`src/cct_pkg.sv`:
```
// Purpose: constants and types for the cache cycle timing controller
// Assumes: one 100 MHz clock, sys_clk, with its falling edge as active edge
// Notes:   offsets, counts, state codes and the power-up index reset value live here
package cct_pkg;
    localparam int    CLK_MHZ        = 100;
    localparam int    DESKEW_NS      = 100;
    localparam int    DESKEW_CYC     = (DESKEW_NS * CLK_MHZ + 999) / 1000;
    localparam int    DESKEW_W       = 4;
    localparam int    PUP_IDX_W      = 8;
    localparam int    ADDR_HI        = 21;
    localparam int    ADDR_LO        = 2;
    localparam int    PUP_OSC_DIV    = 4;
    localparam int    PUP_OSC_W      = 2;
    localparam logic [7:0] PUP_IDX_RST = 8'h00;
    localparam logic [7:0] PUP_IDX_LAST = 8'hff;

    typedef enum logic [2:0]
    {
        CCT_IDLE   = 3'b000,
        CCT_FIRST  = 3'b001,
        CCT_SECOND = 3'b010,
        CCT_THIRD  = 3'b011,
        CCT_FOURTH = 3'b100,
        CCT_HOLD   = 3'b101,
        CCT_SLOW   = 3'b110,
        CCT_DONE   = 3'b111
    } cct_state_t;
endpackage

```
`src/cct_timing.sv`:
```
// Purpose: cache cycle time-state controller with memory bus launch
// Assumes: hit, write and requester flags arrive from same-clock logic
// Notes:   falling edge of sys_clk stands for the arbitration clock edge
`timescale 1ns/1ps
module cct_timing
(
    input  wire logic        sys_clk,
    input  wire logic        arst_n,
    input  wire logic        line_power_low_n,
    input  wire logic        supply_power_low_n,
    input  wire logic        cycle_request,
    input  wire logic        cycle_is_write,
    input  wire logic        cycle_is_processor,
    input  wire logic        cycle_is_disk,
    input  wire logic        cache_hit,
    input  wire logic        control_ok,
    input  wire logic [21:2] cycle_address,
    input  wire logic [3:0]  cycle_byte_mask,
    input  wire logic [1:0]  cycle_op_code,
    input  wire logic [7:0]  cycle_index,
    input  wire logic        bus_data_occupied,
    input  wire logic        memory_addr_ack,
    input  wire logic        memory_data_ready,
    output logic             cycle_lock,
    output logic             first_time_state,
    output logic             second_time_state,
    output logic             third_time_state,
    output logic             fourth_time_state,
    output logic             hold_time_state,
    output logic             slow_cycle_request,
    output logic             cycle_done,
    output logic             memory_sync_acknowledge,
    output logic             write_data_launch,
    output logic             write_data_gate,
    output logic             memory_start,
    output logic [21:2]      main_address,
    output logic [3:0]       main_byte_mask,
    output logic [1:0]       memory_operation_code,
    output logic             main_address_parity,
    output logic             await_memory_response,
    output logic             tag_write_pulse,
    output logic             slow_sync_flag,
    output logic             relaunch_flag,
    output logic             powerup_active_flag,
    output logic             address_mux_select_0,
    output logic [7:0]       store_index,
    output logic             valid_input,
    output logic [1:0]       group_write_select,
    output logic [3:0]       data_chip_select,
    output logic             write_data_all_ones,
    output logic             store_write_pulse
);
    cct_pkg::cct_state_t             state_r;
    cct_pkg::cct_state_t             state_nxt;
    logic [cct_pkg::DESKEW_W-1:0]    deskew_r;
    logic                            deskew_done;
    logic                            resp_ok;
    logic [1:0]                      resp_sync_r;
    logic [cct_pkg::PUP_IDX_W-1:0]   pup_index;
    logic                            pup_pulse;
    logic                            hold_entry;
    logic                            ctl_seen_r;
    logic                            hold_d_r;
    logic                            await_d_r;

    // ================================
    // power-up sequencer
    cct_powerup u_powerup
    (
        .sys_clk             (sys_clk),
        .arst_n              (arst_n),
        .line_power_low_n    (line_power_low_n),
        .supply_power_low_n  (supply_power_low_n),
        .powerup_active_flag (powerup_active_flag),
        .pup_index           (pup_index),
        .pup_write_pulse     (pup_pulse)
    );

    // ================================
    // time-state sequencer
    always_comb
    begin
        state_nxt = state_r;
        case (state_r)
            cct_pkg::CCT_IDLE:
                if (cycle_request && !powerup_active_flag)
                    state_nxt = cct_pkg::CCT_FIRST;
            cct_pkg::CCT_FIRST:  state_nxt = cct_pkg::CCT_SECOND;
            cct_pkg::CCT_SECOND: state_nxt = cct_pkg::CCT_THIRD;
            cct_pkg::CCT_THIRD:  state_nxt = cct_pkg::CCT_FOURTH;
            cct_pkg::CCT_FOURTH: state_nxt = cct_pkg::CCT_HOLD;
            cct_pkg::CCT_HOLD:
                if (cache_hit && !cycle_is_write)
                begin
                    if (!cycle_is_processor || control_ok || ctl_seen_r)
                        state_nxt = cct_pkg::CCT_DONE;
                end
                else if (!cycle_is_processor || control_ok || ctl_seen_r)
                    state_nxt = cct_pkg::CCT_SLOW;
            cct_pkg::CCT_SLOW:
                if (relaunch_flag)
                    state_nxt = cct_pkg::CCT_DONE;
            cct_pkg::CCT_DONE:   state_nxt = cct_pkg::CCT_IDLE;
            default:             state_nxt = cct_pkg::CCT_IDLE;
        endcase
    end

    always_ff @(negedge sys_clk or negedge arst_n)
    begin
        if (!arst_n)
            state_r <= cct_pkg::CCT_IDLE;
        else
            state_r <= state_nxt;
    end

    always_ff @(negedge sys_clk or negedge arst_n)
    begin
        if (!arst_n)
            ctl_seen_r <= 1'b0;
        else if (state_r == cct_pkg::CCT_IDLE)
            ctl_seen_r <= 1'b0;
        else if (control_ok)
            ctl_seen_r <= 1'b1;
    end

    // lock held from first state until done; second start is blocked
    assign cycle_lock        = (state_r != cct_pkg::CCT_IDLE) &&
                               (state_r != cct_pkg::CCT_DONE);
    assign first_time_state  = (state_r == cct_pkg::CCT_FIRST) ||
                               (state_r == cct_pkg::CCT_SECOND);
    assign second_time_state = (state_r == cct_pkg::CCT_SECOND) ||
                               (state_r == cct_pkg::CCT_THIRD);
    assign third_time_state  = (state_r == cct_pkg::CCT_THIRD);
    assign fourth_time_state = (state_r == cct_pkg::CCT_FOURTH);
    assign hold_time_state   = (state_r == cct_pkg::CCT_HOLD);
    assign slow_cycle_request = (state_r == cct_pkg::CCT_SLOW);
    assign cycle_done        = (state_r == cct_pkg::CCT_DONE);
    assign hold_entry        = hold_time_state && !hold_d_r;

    // ================================
    // previous hold, marks the first hold cycle
    always_ff @(negedge sys_clk or negedge arst_n)
    begin
        if (!arst_n)
            hold_d_r <= 1'b0;
        else
            hold_d_r <= hold_time_state;
    end

    // ================================
    // processor acknowledge
    always_comb
    begin
        memory_sync_acknowledge = 1'b0;
        if (cycle_is_processor && hold_time_state && cache_hit &&
            !cycle_is_write && (control_ok || ctl_seen_r))
            memory_sync_acknowledge = 1'b1;
        else if (cycle_is_processor && slow_sync_flag)
            memory_sync_acknowledge = 1'b1;
    end

    // ================================
    // address and control onto main bus
    always_ff @(negedge sys_clk or negedge arst_n)
    begin
        if (!arst_n)
        begin
            main_address          <= '0;
            main_byte_mask        <= 4'h0;
            memory_operation_code <= 2'h0;
            main_address_parity   <= 1'b0;
        end
        else if (state_r == cct_pkg::CCT_IDLE && state_nxt ==
                 cct_pkg::CCT_FIRST)
        begin
            main_address          <= cycle_address;
            main_byte_mask        <= cycle_byte_mask;
            memory_operation_code <= cycle_op_code;
            main_address_parity   <= ~^{cycle_address, cycle_byte_mask,
                                        cycle_op_code};
        end
    end

    // ================================
    // write launch, deskew and start strobe
    always_ff @(negedge sys_clk or negedge arst_n)
    begin
        if (!arst_n)
            write_data_launch <= 1'b0;
        else if (!cycle_lock)
            write_data_launch <= 1'b0;
        else if (!cycle_is_write)
            write_data_launch <= 1'b1;
        else if (slow_cycle_request && !bus_data_occupied)
            write_data_launch <= 1'b1;
    end
    assign write_data_gate = write_data_launch && cycle_is_write;

    always_ff @(negedge sys_clk or negedge arst_n)
    begin
        if (!arst_n)
            deskew_r <= '0;
        else if (!(slow_cycle_request && write_data_launch))
            deskew_r <= '0;
        else if (!deskew_done)
            deskew_r <= deskew_r + 1'b1;
    end
    assign deskew_done = (deskew_r ==
                          cct_pkg::DESKEW_W'(cct_pkg::DESKEW_CYC));

    always_ff @(negedge sys_clk or negedge arst_n)
    begin
        if (!arst_n)
            memory_start <= 1'b0;
        else if (memory_addr_ack || !slow_cycle_request)
            memory_start <= 1'b0;
        else if (deskew_r == cct_pkg::DESKEW_W'(cct_pkg::DESKEW_CYC - 1) &&
                 write_data_launch)
            memory_start <= 1'b1;
    end

    // ================================
    // memory response and restart
    assign resp_ok = memory_addr_ack &&
                     (cycle_is_write || cycle_is_disk ||
                      memory_data_ready);

    always_ff @(negedge sys_clk or negedge arst_n)
    begin
        if (!arst_n)
            await_memory_response <= 1'b0;
        else if (!slow_cycle_request)
            await_memory_response <= 1'b0;
        else if (memory_start)
            await_memory_response <= 1'b1;
        else if (await_memory_response && resp_ok)
            await_memory_response <= 1'b0;
    end

    always_ff @(negedge sys_clk or negedge arst_n)
    begin
        if (!arst_n)
            await_d_r <= 1'b0;
        else
            await_d_r <= await_memory_response;
    end

    // wait just ended: one pulse per memory cycle
    assign tag_write_pulse = await_d_r && !await_memory_response &&
                             slow_cycle_request;

    always_ff @(negedge sys_clk or negedge arst_n)
    begin
        if (!arst_n)
            resp_sync_r <= 2'h0;
        else if (!slow_cycle_request)
            resp_sync_r <= 2'h0;
        else
            resp_sync_r <= {resp_sync_r[0], tag_write_pulse};
    end
    assign slow_sync_flag = resp_sync_r[0];
    assign relaunch_flag  = resp_sync_r[1];

    // ================================
    // store controls, power-up overrides
    assign address_mux_select_0 = powerup_active_flag;
    assign store_index        = powerup_active_flag ? pup_index :
                                cycle_index;
    assign valid_input        = !powerup_active_flag;
    assign group_write_select = powerup_active_flag ? 2'h3 : 2'h0;
    assign data_chip_select   = powerup_active_flag ? 4'hf : 4'h0;
    assign write_data_all_ones = powerup_active_flag;
    assign store_write_pulse  = pup_pulse;

    // ================================
    // checks
    a_seq_order :
    assert property (@(negedge sys_clk) disable iff (!arst_n)
        state_r == cct_pkg::CCT_FIRST |=> second_time_state ##1
        third_time_state && !first_time_state ##1
        fourth_time_state && !second_time_state ##1
        hold_time_state && !fourth_time_state)
    else $error("time states out of order");

    a_single_start :
    assert property (@(negedge sys_clk) disable iff (!arst_n)
        cycle_lock && !first_time_state |=> !(state_r == cct_pkg::CCT_FIRST))
    else $error("second sequence started in one cycle");

    a_hit_done :
    assert property (@(negedge sys_clk) disable iff (!arst_n)
        hold_time_state && cache_hit && !cycle_is_write &&
        (!cycle_is_processor || control_ok || ctl_seen_r)
        |=> cycle_done ##1 !cycle_lock)
    else $error("read hit did not finish");

    a_sync_at_hold :
    assert property (@(negedge sys_clk) disable iff (!arst_n)
        hold_entry && cycle_is_processor && cache_hit && !cycle_is_write &&
        control_ok |-> memory_sync_acknowledge)
    else $error("sync acknowledge missing at hold start");

    a_start_deskew :
    assert property (@(negedge sys_clk) disable iff (!arst_n)
        $rose(memory_start) |-> $past(slow_cycle_request, 10) &&
        $past(write_data_launch, 10))
    else $error("start strobe before deskew");

    a_launch_free :
    assert property (@(negedge sys_clk) disable iff (!arst_n)
        $rose(write_data_launch) && cycle_is_write |->
        !$past(bus_data_occupied))
    else $error("write launched while bus occupied");

    a_ack_drop :
    assert property (@(negedge sys_clk) disable iff (!arst_n)
        memory_start && memory_addr_ack |=> !memory_start)
    else $error("start strobe held after acknowledge");

    a_wait_end :
    assert property (@(negedge sys_clk) disable iff (!arst_n)
        await_memory_response && !memory_start && memory_addr_ack &&
        (cycle_is_write || cycle_is_disk || memory_data_ready)
        |=> !await_memory_response)
    else $error("memory wait did not end");

    a_wait_hold :
    assert property (@(negedge sys_clk) disable iff (!arst_n)
        await_memory_response && slow_cycle_request && !memory_addr_ack
        |=> await_memory_response)
    else $error("memory wait ended without acknowledge");

    a_relaunch_done :
    assert property (@(negedge sys_clk) disable iff (!arst_n)
        tag_write_pulse |-> ##1 slow_sync_flag ##1 relaunch_flag ##1
        cycle_done)
    else $error("restart chain broken");

    a_pup_selects :
    assert property (@(negedge sys_clk) disable iff (!arst_n)
        powerup_active_flag |-> data_chip_select == 4'hf && !valid_input &&
        !cycle_lock)
    else $error("power-up controls wrong");
endmodule

```
`src/cct_powerup.sv`:
```
// Purpose: power-up invalidation sequencer
// Assumes: power levels arrive raw and are synchronised here
// Notes:   runs the same way after a brief power failure
`timescale 1ns/1ps
module cct_powerup
(
    input  wire logic                  sys_clk,
    input  wire logic                  arst_n,
    input  wire logic                  line_power_low_n,
    input  wire logic                  supply_power_low_n,
    output logic                       powerup_active_flag,
    output logic [cct_pkg::PUP_IDX_W-1:0] pup_index,
    output logic                       pup_write_pulse
);
    logic [1:0]                    line_sync_r;
    logic [1:0]                    supply_sync_r;
    logic                          line_low;
    logic                          supply_low;
    logic [cct_pkg::PUP_OSC_W-1:0] osc_r;
    logic                          tick;

    // ================================
    // power level synchronisers
    always_ff @(negedge sys_clk or negedge arst_n)
    begin
        if (!arst_n)
        begin
            line_sync_r   <= 2'h0;
            supply_sync_r <= 2'h0;
        end
        else
        begin
            line_sync_r   <= {line_sync_r[0], line_power_low_n};
            supply_sync_r <= {supply_sync_r[0], supply_power_low_n};
        end
    end
    assign line_low   = !line_sync_r[1];
    assign supply_low = !supply_sync_r[1];

    // ================================
    // pulse oscillator, free only when line power is good
    always_ff @(negedge sys_clk or negedge arst_n)
    begin
        if (!arst_n)
            osc_r <= '0;
        else if (line_low || !powerup_active_flag)
            osc_r <= '0;
        else
            osc_r <= osc_r + 1'b1;
    end
    assign tick = (osc_r == cct_pkg::PUP_OSC_W'(cct_pkg::PUP_OSC_DIV - 1));
    assign pup_write_pulse = tick && powerup_active_flag && !line_low;

    // ================================
    // index counter and flag
    always_ff @(negedge sys_clk or negedge arst_n)
    begin
        if (!arst_n)
            pup_index <= cct_pkg::PUP_IDX_RST;
        else if (line_low)
            pup_index <= cct_pkg::PUP_IDX_RST;
        else if (pup_write_pulse)
            pup_index <= pup_index + 1'b1;
    end

    always_ff @(negedge sys_clk or negedge arst_n)
    begin
        if (!arst_n)
            powerup_active_flag <= 1'b1;
        else if (supply_low)
            powerup_active_flag <= 1'b1;
        else if (pup_write_pulse && pup_index == cct_pkg::PUP_IDX_LAST)
            powerup_active_flag <= 1'b0;
    end

    a_pup_overflow_clear :
    assert property (@(negedge sys_clk) disable iff (!arst_n)
        pup_write_pulse && pup_index == cct_pkg::PUP_IDX_LAST && !supply_low
        |=> !powerup_active_flag)
    else $error("power-up flag not cleared at overflow");

    a_pup_index_step :
    assert property (@(negedge sys_clk) disable iff (!arst_n)
        pup_write_pulse && !line_low |=> pup_index == $past(pup_index) + 8'h01)
    else $error("power-up index did not step");

    a_pup_line_clear :
    assert property (@(negedge sys_clk) disable iff (!arst_n)
        line_low |=> pup_index == 8'h00)
    else $error("index not cleared on line power low");
endmodule

```
`config.mk`:
```
export PLATFORM = sky130hd
export DESIGN_NAME = cct_timing
export DESIGN_NICKNAME = d
export VERILOG_FILES = /design/src/cct_pkg.sv /design/src/cct_timing.sv /design/src/cct_powerup.sv
export SDC_FILE = /design/constraint.sdc
export NUM_CORES = 1
export LEC_CHECK = 0
export ABC_AREA = 1
export BUFFER_PORTS_ARGS = -buffer_cell sky130_fd_sc_hd__buf_2
export CAP_MARGIN = 25
export CORE_MARGIN = 2
export CORE_UTILIZATION = 40
export DETAILED_ROUTE_END_ITERATION = 7
export PLACE_DENSITY = 0.74
export SLEW_MARGIN = 20
export SYNTH_ARGS = -nofsm -noshare
export SYNTH_HDL_FRONTEND = slang
export SYNTH_HIERARCHICAL = 1
export SYNTH_SLANG_ARGS = --single-unit
```
`constraint.sdc`:
```
create_clock -name sys_clk -period 4.2 [get_ports sys_clk]
set_clock_uncertainty 0.2 [all_clocks]
set_input_delay 0.84 -clock sys_clk [delete_from_list [all_inputs] [get_ports sys_clk]]
set_output_delay 0.84 -clock sys_clk [all_outputs]
set_load 0.03 [all_outputs]
```
# --- After elaboration in Yosys (flattened, before gate mapping) ---
# Index checks and enable logic that the tools add are counted.
op_classes:
  add_sub_neg: 3
  n_mul: 0
  div_mod_pow: 0
  order_cmp: 0
  n_eq_ne: 18
  shifts: 0
  n_mux: 29
  bitwise: 0
  reduce_logical: 41
ops:
  columns: ["cell", "count"]
  rows:
  - ["26-bit XNOR reduction", 1]
  - ["8-bit two-way mux", 3]
  - ["3-bit case mux with 8 select lines", 1]
  - ["1-bit logical AND", 20]
  - ["3-bit two-way mux", 5]
  - ["1-bit two-way mux", 14]
  - ["3-bit == test, second input constant", 4]
  - ["4-bit two-way mux", 3]
  - ["1-bit logical OR", 9]
  - ["8-bit by 1-bit adder with 8-bit output, second input constant", 1]
  - ["4-bit == test, second input constant", 2]
  - ["8-bit == test, second input constant", 1]
  - ["1-bit logical NOT", 7]
  - ["3-bit by 1-bit == test with 1-bit output, second input constant", 2]
  - ["3-bit by 2-bit == test with 1-bit output, second input constant", 2]
  - ["2-bit two-way mux", 3]
  - ["4-bit by 1-bit adder with 4-bit output, second input constant", 1]
  - ["2-bit inequality test, second input constant", 2]
  - ["2-bit nonzero test", 2]
  - ["3-bit logical NOT", 1]
  - ["3-bit by 1-bit inequality test with 1-bit output, second input constant", 1]
  - ["3-bit by 2-bit inequality test with 1-bit output, second input constant", 1]
  - ["3-bit inequality test, second input constant", 1]
  - ["3-bit nonzero test", 1]
  - ["3 further kinds", 3]
totals:
  register_bits: 56
  latch_bits: 0
  ram_bits: 0
  romBits: 0
  input_bits: 47
  output_inout_bits: 62
  word_cells: 108
  mem_count: 0

# --- Logic depth before layout (Yosys ltp) ---
# Gate-level depths: netlist (run 1).
depth:
  depth_word: 8
  depth_mapped: 13
  depth_no_buf: 13

# --- By module ---
# Netlist (run 1), hierarchy kept.
modules_own_cells:
  columns: ["module", "instances", "cells_per_inst", "area_per_inst_um2", "seq_area_each_um2"]
  rows:
  - ["cct_timing", 1, 360, 2616.3, 1026.0]
  - ["cct_powerup", 1, 85, 726.9, 376.6]

==> results of run 1 <==
-- logic make-up (layout without fill, tap and decap cells) --
| logic type | after synthesis | count (layout) | share of synthesized area |
|---|---|---|---|
| compound gates | 38 | 38 | 0.08832 |
| xor+xnor | 4 | 4 | 0.01048 |
| fa+ha+maj | 5 | 5 | 0.01871 |
| buf+inv | 76 | 230 | 0.1097 |
| flops | 56 | 56 | 0.4195 |
| simple gates | 266 | 266 | 0.3533 |
-- placed cells by master, fill, tap and decap left out, drive strengths merged --
cell / Yosys / final
a211oi: 1 / 1
a21oi: 6 / 6
a41oi: 1 / 1
buf: 14 / 161
clkbuf: 1 / 6
clkinv: 0 / 1
clkinvlp: 0 / 1
dfrtn: 55 / 55
dfstp: 1 / 1
ha: 5 / 5
inv: 61 / 61
nand2: 198 / 198
nand3: 17 / 17
nand3b: 1 / 1
nand4: 3 / 3
nor2: 38 / 38
nor3: 8 / 8
o21ai: 28 / 28
o22ai: 1 / 1
o31ai: 1 / 1
or3: 1 / 1
xnor2: 3 / 3
xor2: 1 / 1
-- worst max-delay path: stages (launching register included) --
cell	delay (ns)
dfrtn_1	0.48
inv_1	0.10
nor2_2	0.13
nand2_2	0.09
clkinvlp_4	0.11
nand2_2	0.06
nor2_4	0.09
buf_6	0.13
-- path summary, 6_finish.rpt --
| check | depth (start not counted) | endpoint | startpoint |
|---|---|---|---|
| max in group asynchronous | 2 | main_address[12] | arst_n |
| worst max-delay path | 7 | tag_write_pulse | state_r[1] |
| worst min-delay path | 0 | u_powerup/line_sync_r[1] | u_powerup/line_sync_r[0] |
| worst max register to register | 7 | main_address[12] | u_powerup/powerup_active_flag |
| min in group asynchronous | 1 | u_powerup/pup_index[6] | arst_n |
| worst min register to register | 0 | u_powerup/line_sync_r[1] | u_powerup/line_sync_r[0] |
-- cell type report --
type                            instances  share of cell area
Multi-Input combinational cell        313              0.3677
Sequential cell                        56              0.2884
Timing Repair Buffer                  161              0.2487
Inverter                               60             0.05030
Tap cell                              105             0.02694
Clock buffer                            6             0.01488
Clock inverter                          3            0.003079
-- layer usage --
| metal | share of wire | wire length (um) | GRT usage |
|---|---|---|---|
| met5 | 0 | 0 | 0 |
| met4 | 0.012 | 105 | 0.04048 |
| met3 | 0.072 | 632 | 0.04980 |
| met2 | 0.52 | 4568 | 0.3638 |
| met1 | 0.40 | 3479 | 0.2148 |
-- metrics by stage --
step / area (um2) / cells / hold WS [ns]
6_report: 4876 / 704 / 0.09963
5_1_grt: 4876 / 704 / 0.1062
4_1_cts: 4801 / 702 / 0.1030
3_5_place_dp: 4365 / 682 / 0.1022
3_3_place_gp: 4365 / 682 / 0.09605
2_1_floorplan: 3525 / 445 / 0.09175
-- registers in the layout (all words and copies together), names as in the netlist --
name / cells
main_address: 20
u_powerup/pup_index: 8
deskew_r: 4
main_byte_mask: 4
state_r: 3
memory_operation_code: 2
resp_sync_r: 2
u_powerup/line_sync_r: 2
u_powerup/osc_r: 2
u_powerup/supply_sync_r: 2
await_d_r: 1
await_memory_response: 1
ctl_seen_r: 1
main_address_parity: 1
memory_start: 1
u_powerup/powerup_active_flag: 1
write_data_launch: 1
-- Yosys cell counts (all sizes together) --
cell,instances,area [um2]
nand2,198,810.8
inv,61,229.0
dfrtn,55,1376
nor2,38,190.2
o21ai,28,230.2
nand3,17,102.6
buf,14,123.9
nor3,8,45.04
a21oi,6,30.03
ha,5,62.56
nand4,3,18.77
xnor2,3,26.28
a211oi,1,12.51
a41oi,1,8.760
clkbuf,1,13.76
dfstp,1,26.28
nand3b,1,7.510
o22ai,1,6.260
o31ai,1,7.510
or3,1,6.260
xor2,1,8.760
-- where the power goes --
| part | total (mW) | internal, mW | switching (mW) | leakage, nW |
|---|---|---|---|---|
| clock network | 0.295 | 0.119 | 0.176 | 0.0508 |
| registers | 0.830 | 0.717 | 0.114 | 0.721 |
| logic | 1.38 | 0.525 | 0.858 | 1.94 |
-- what timing repair did --
| action | CTS | global route |
|---|---|---|
| setup buffers | 11 | 2 |
| pin swaps | 3 | 1 |
| gates cloned | 1 | 0 |
| gates resized for setup | 69 | 15 |
| setup endpoints to repair | 30 | 31 |
==> out/qor.yml, run 1 <==
status: "complete, but fails checks"
violations: "negative setup slack"
maxSlewViolCount: 0
clkLatencyLatePin_ns: 0.37
hp-class: "reg -> reg"
wl_per_cell_um: 12.48
overflow: 0
fp-row-count: 33
area_delta_synth_final_pct: 45.85
cts_root_buf: "clkbuf_8"
finish.utilization: 0.5964
avgSynthCellArea_um2: 7.513
cts.htree.levels: 2
reg2reg_setup_slack_ns: 2.24
netlist_area_um2: 3343
die_area_um2: 9105
p_total_mw: 2.508
yosys_warnings: 6
multiInputGateArea_um2: 1793
hpwl_um: 6113
cp-start-kind: "flip-flop"
cts_num_sinks: 56
fin_setup_tns_ns: -9.721
antennaDiodeCount: 0
die_x_um: 95.42
setup_viol: 29
ios: 109
routed_wl_um: 8786
tightest_slew_ns: 0.3562
grt_max_degree: 26
grt_pass1_wl_um: 13830
synth_cells: 445
vias: 3291
pre_cts_slack_ns: -0.08645
cts_tree: "done"
cts_buffers: 5
drive_gt1_frac: 0.4474
antenna_left: 0
pwr_density_cell_nw_per_um2: 514.3
grt_pass1_vias: 3182
drc: 0
n_fill_cell: 704
clockBufferDepth: 2
synth_nets: 497
critPathKind: "reg -> out"
cp.required_ns: 3.16
initial_core_util: 0.4089
antenna_found_initial: 0
dieHeight_um: 95.42
rsz0062_at_grt: "yes"
p_leak_nw: 2.712
grt_usage: 0.1918
maxCapViolCount: 0
setup_slack_ns: -0.4334
drtPass1Iterations: 4
ys_types: 32
port_buffers: 108
avgViaCountPerCell: 4.675
slew_headroom: 0.7626
drt-initial-drc-count: 79
peakVddDrop_mv: 0.3075
critPathArrivalTime_ns: 3.59
nets: 650
clk_pin_slew_ns: 0.06
path_max_fanout: 3
postCtsHoldBufs: 0
cp-end-kind: "output port"
synth_seq_area_share: 0.4195
regArea_um2: 1406
core-area_um2: 8175
finalHoldViolCount: 0
place.gp.congestion: 0.8754
ys_seq_elements: 56
Power figures use the tool's default switching activity.
==> run 2, diff against run 1 <==
--- a/config.mk
+++ b/config.mk
@@ -10,8 +10,10 @@
 export CAP_MARGIN = 25
 export CORE_MARGIN = 2
 export CORE_UTILIZATION = 40
+export CTS_BUF_LIST = sky130_fd_sc_hd__clkbuf_16
 export DETAILED_ROUTE_END_ITERATION = 7
 export PLACE_DENSITY = 0.74
+export RECOVER_POWER = 25
 export SLEW_MARGIN = 20
 export SYNTH_ARGS = -nofsm -noshare
 export SYNTH_HDL_FRONTEND = slang
==> run 2 against run 1 <==
The run still ends with negative setup slack left. Design area up 1.0%. Wire length down 0.56%. Sequential power about the same. Critical path depth unchanged. Core utilization up 0.60 points. Critical path type unchanged. Largest power group unchanged. Highest routed layer unchanged.
==> out/qor.yml, run 2 (synthesis results as in run 1) <==
maxSlewViolCount: 0
grt_usage: 0.1920
cp-end-kind: "output port"
finalHoldViolCount: 0
critPathKind: "reg -> out"
placed_area_um2: 4365
layout_commonest_cell: "nand2_1"
antennaDiodeCount: 0
wl_met2_um: 4524
die_x_um: 95.42
grt_max_degree: 26
initial_core_util: 0.4089
grt_pass1_vias: 3177
status: "complete, but fails checks"
hp-class: "reg -> reg"
cts_root_buf: "clkbuf_16"
layout_common_cells: "152 x nand2_1, 79 x buf_2, 55 x dfrtn_1"
wl_met1_um: 3488
tightest_slew_ns: 0.3570
p_leak_nw: 2.737
setup_viol: 29
dieHeight_um: 95.42
cts_num_sinks: 56
hpwl_um: 6113
clockBufferDepth: 2
drive_gt1_frac: 0.4457
whs_ns: 0.1003
ios: 109
layout.cells.non_filler: 704
pwr_density_cell_nw_per_um2: 531.6
antenna_found_initial: 0
drtPass1Iterations: 4
slew_headroom: 0.7620
max_flop_register: "main_address"
peakVddDrop_mv: 0.3232
setup_slack_ns: -0.4289
fin_setup_tns_ns: -9.676
cts_tree: "done"
violations: "negative setup slack"
drc: 0
largestRegisters: "main_address (20), u_powerup/pup_index (8)"
rsz0062_at_grt: "yes"
postCtsHoldBufs: 0
pre_cts_slack_ns: -0.08645
grt_pass1_wl_um: 13830
wl_met3_um: 639
cp.required_ns: 3.16
top_layer: "met4"
postLayoutCellArea_um2: 4925
cts_buffers: 5
largest_reg_flops: 20
clkLatencyLatePin_ns: 0.37
overflow: 0
avgViaCountPerCell: 4.653
core-area_um2: 8175
fp-row-count: 33
drt-initial-drc-count: 78
wl_per_cell_um: 12.41
routed_wl_um: 8737
cp-start-kind: "flip-flop"
port_buffers: 108
antenna_left: 0
cts.htree.levels: 2
critPathArrivalTime_ns: 3.59
place_inst: 682
die_area_um2: 9105
p_total_mw: 2.618
nets: 650
path_max_fanout: 3
area_delta_synth_final_pct: 47.31
place.gp.congestion: 0.8754
finish.utilization: 0.6024
reg2reg_setup_slack_ns: 2.24
maxCapViolCount: 0
vias: 3276
clk_pin_slew_ns: 0.05
==> run 2: repair_timing <==
| item | in CTS | in global routing |
|---|---|---|
| setup endpoints to repair | 30 | 31 |
| setup buffers | 11 | 2 |
| cloned | 1 | 0 |
| pin swaps | 3 | 1 |
| resized for setup | 69 | 14 |
==> run 2: power by group <==
group          internal [mW]  switching, mW  total [mW]
sequential             0.717          0.114       0.831
clock                  0.220          0.187       0.407
combinational          0.523          0.857        1.38
total                   1.46           1.16        2.62
==> run 2: final timing paths <==
kind / start / to / depth (start not counted)
setup reg to reg: u_powerup/powerup_active_flag / main_address[12] / 7
min in group asynchronous: arst_n / u_powerup/pup_index[6] / 1
setup / recovery: state_r[1] / tag_write_pulse / 7
hold reg to reg: u_powerup/line_sync_r[0] / u_powerup/line_sync_r[1] / 0
max in group asynchronous: arst_n / main_address[12] / 2
hold / removal: u_powerup/line_sync_r[0] / u_powerup/line_sync_r[1] / 0
==> run 2: final cells by class <==
type                    count  area [um2]
clock buffers               5       125.1
clock inverters             4       18.77
fillers                   695        3251
inverters                  60       245.2
multi-input cells         313        1793
flip-flops and latches     56        1406
well taps                 105       131.4
repair buffers            161        1205
==> run 2: per-layer routing <==
| layer | vias up | track usage |
|---|---|---|
| met5 | - | 0 |
| met4 | 0 | 0.03929 |
| met3 | 9 | 0.04822 |
| met2 | 108 | 0.3644 |
| met1 | 1506 | 0.2163 |
| li1 | 1653 | - |
==> run 2: critical path, stage by stage, from the launching register on <==
cell and delay (ns):
dfrtn_1 0.47, inv_1 0.10, nor2_2 0.13, nand2_2 0.09, clkinvlp_4 0.10, nand2_2 0.06
nor2_4 0.09, buf_6 0.14
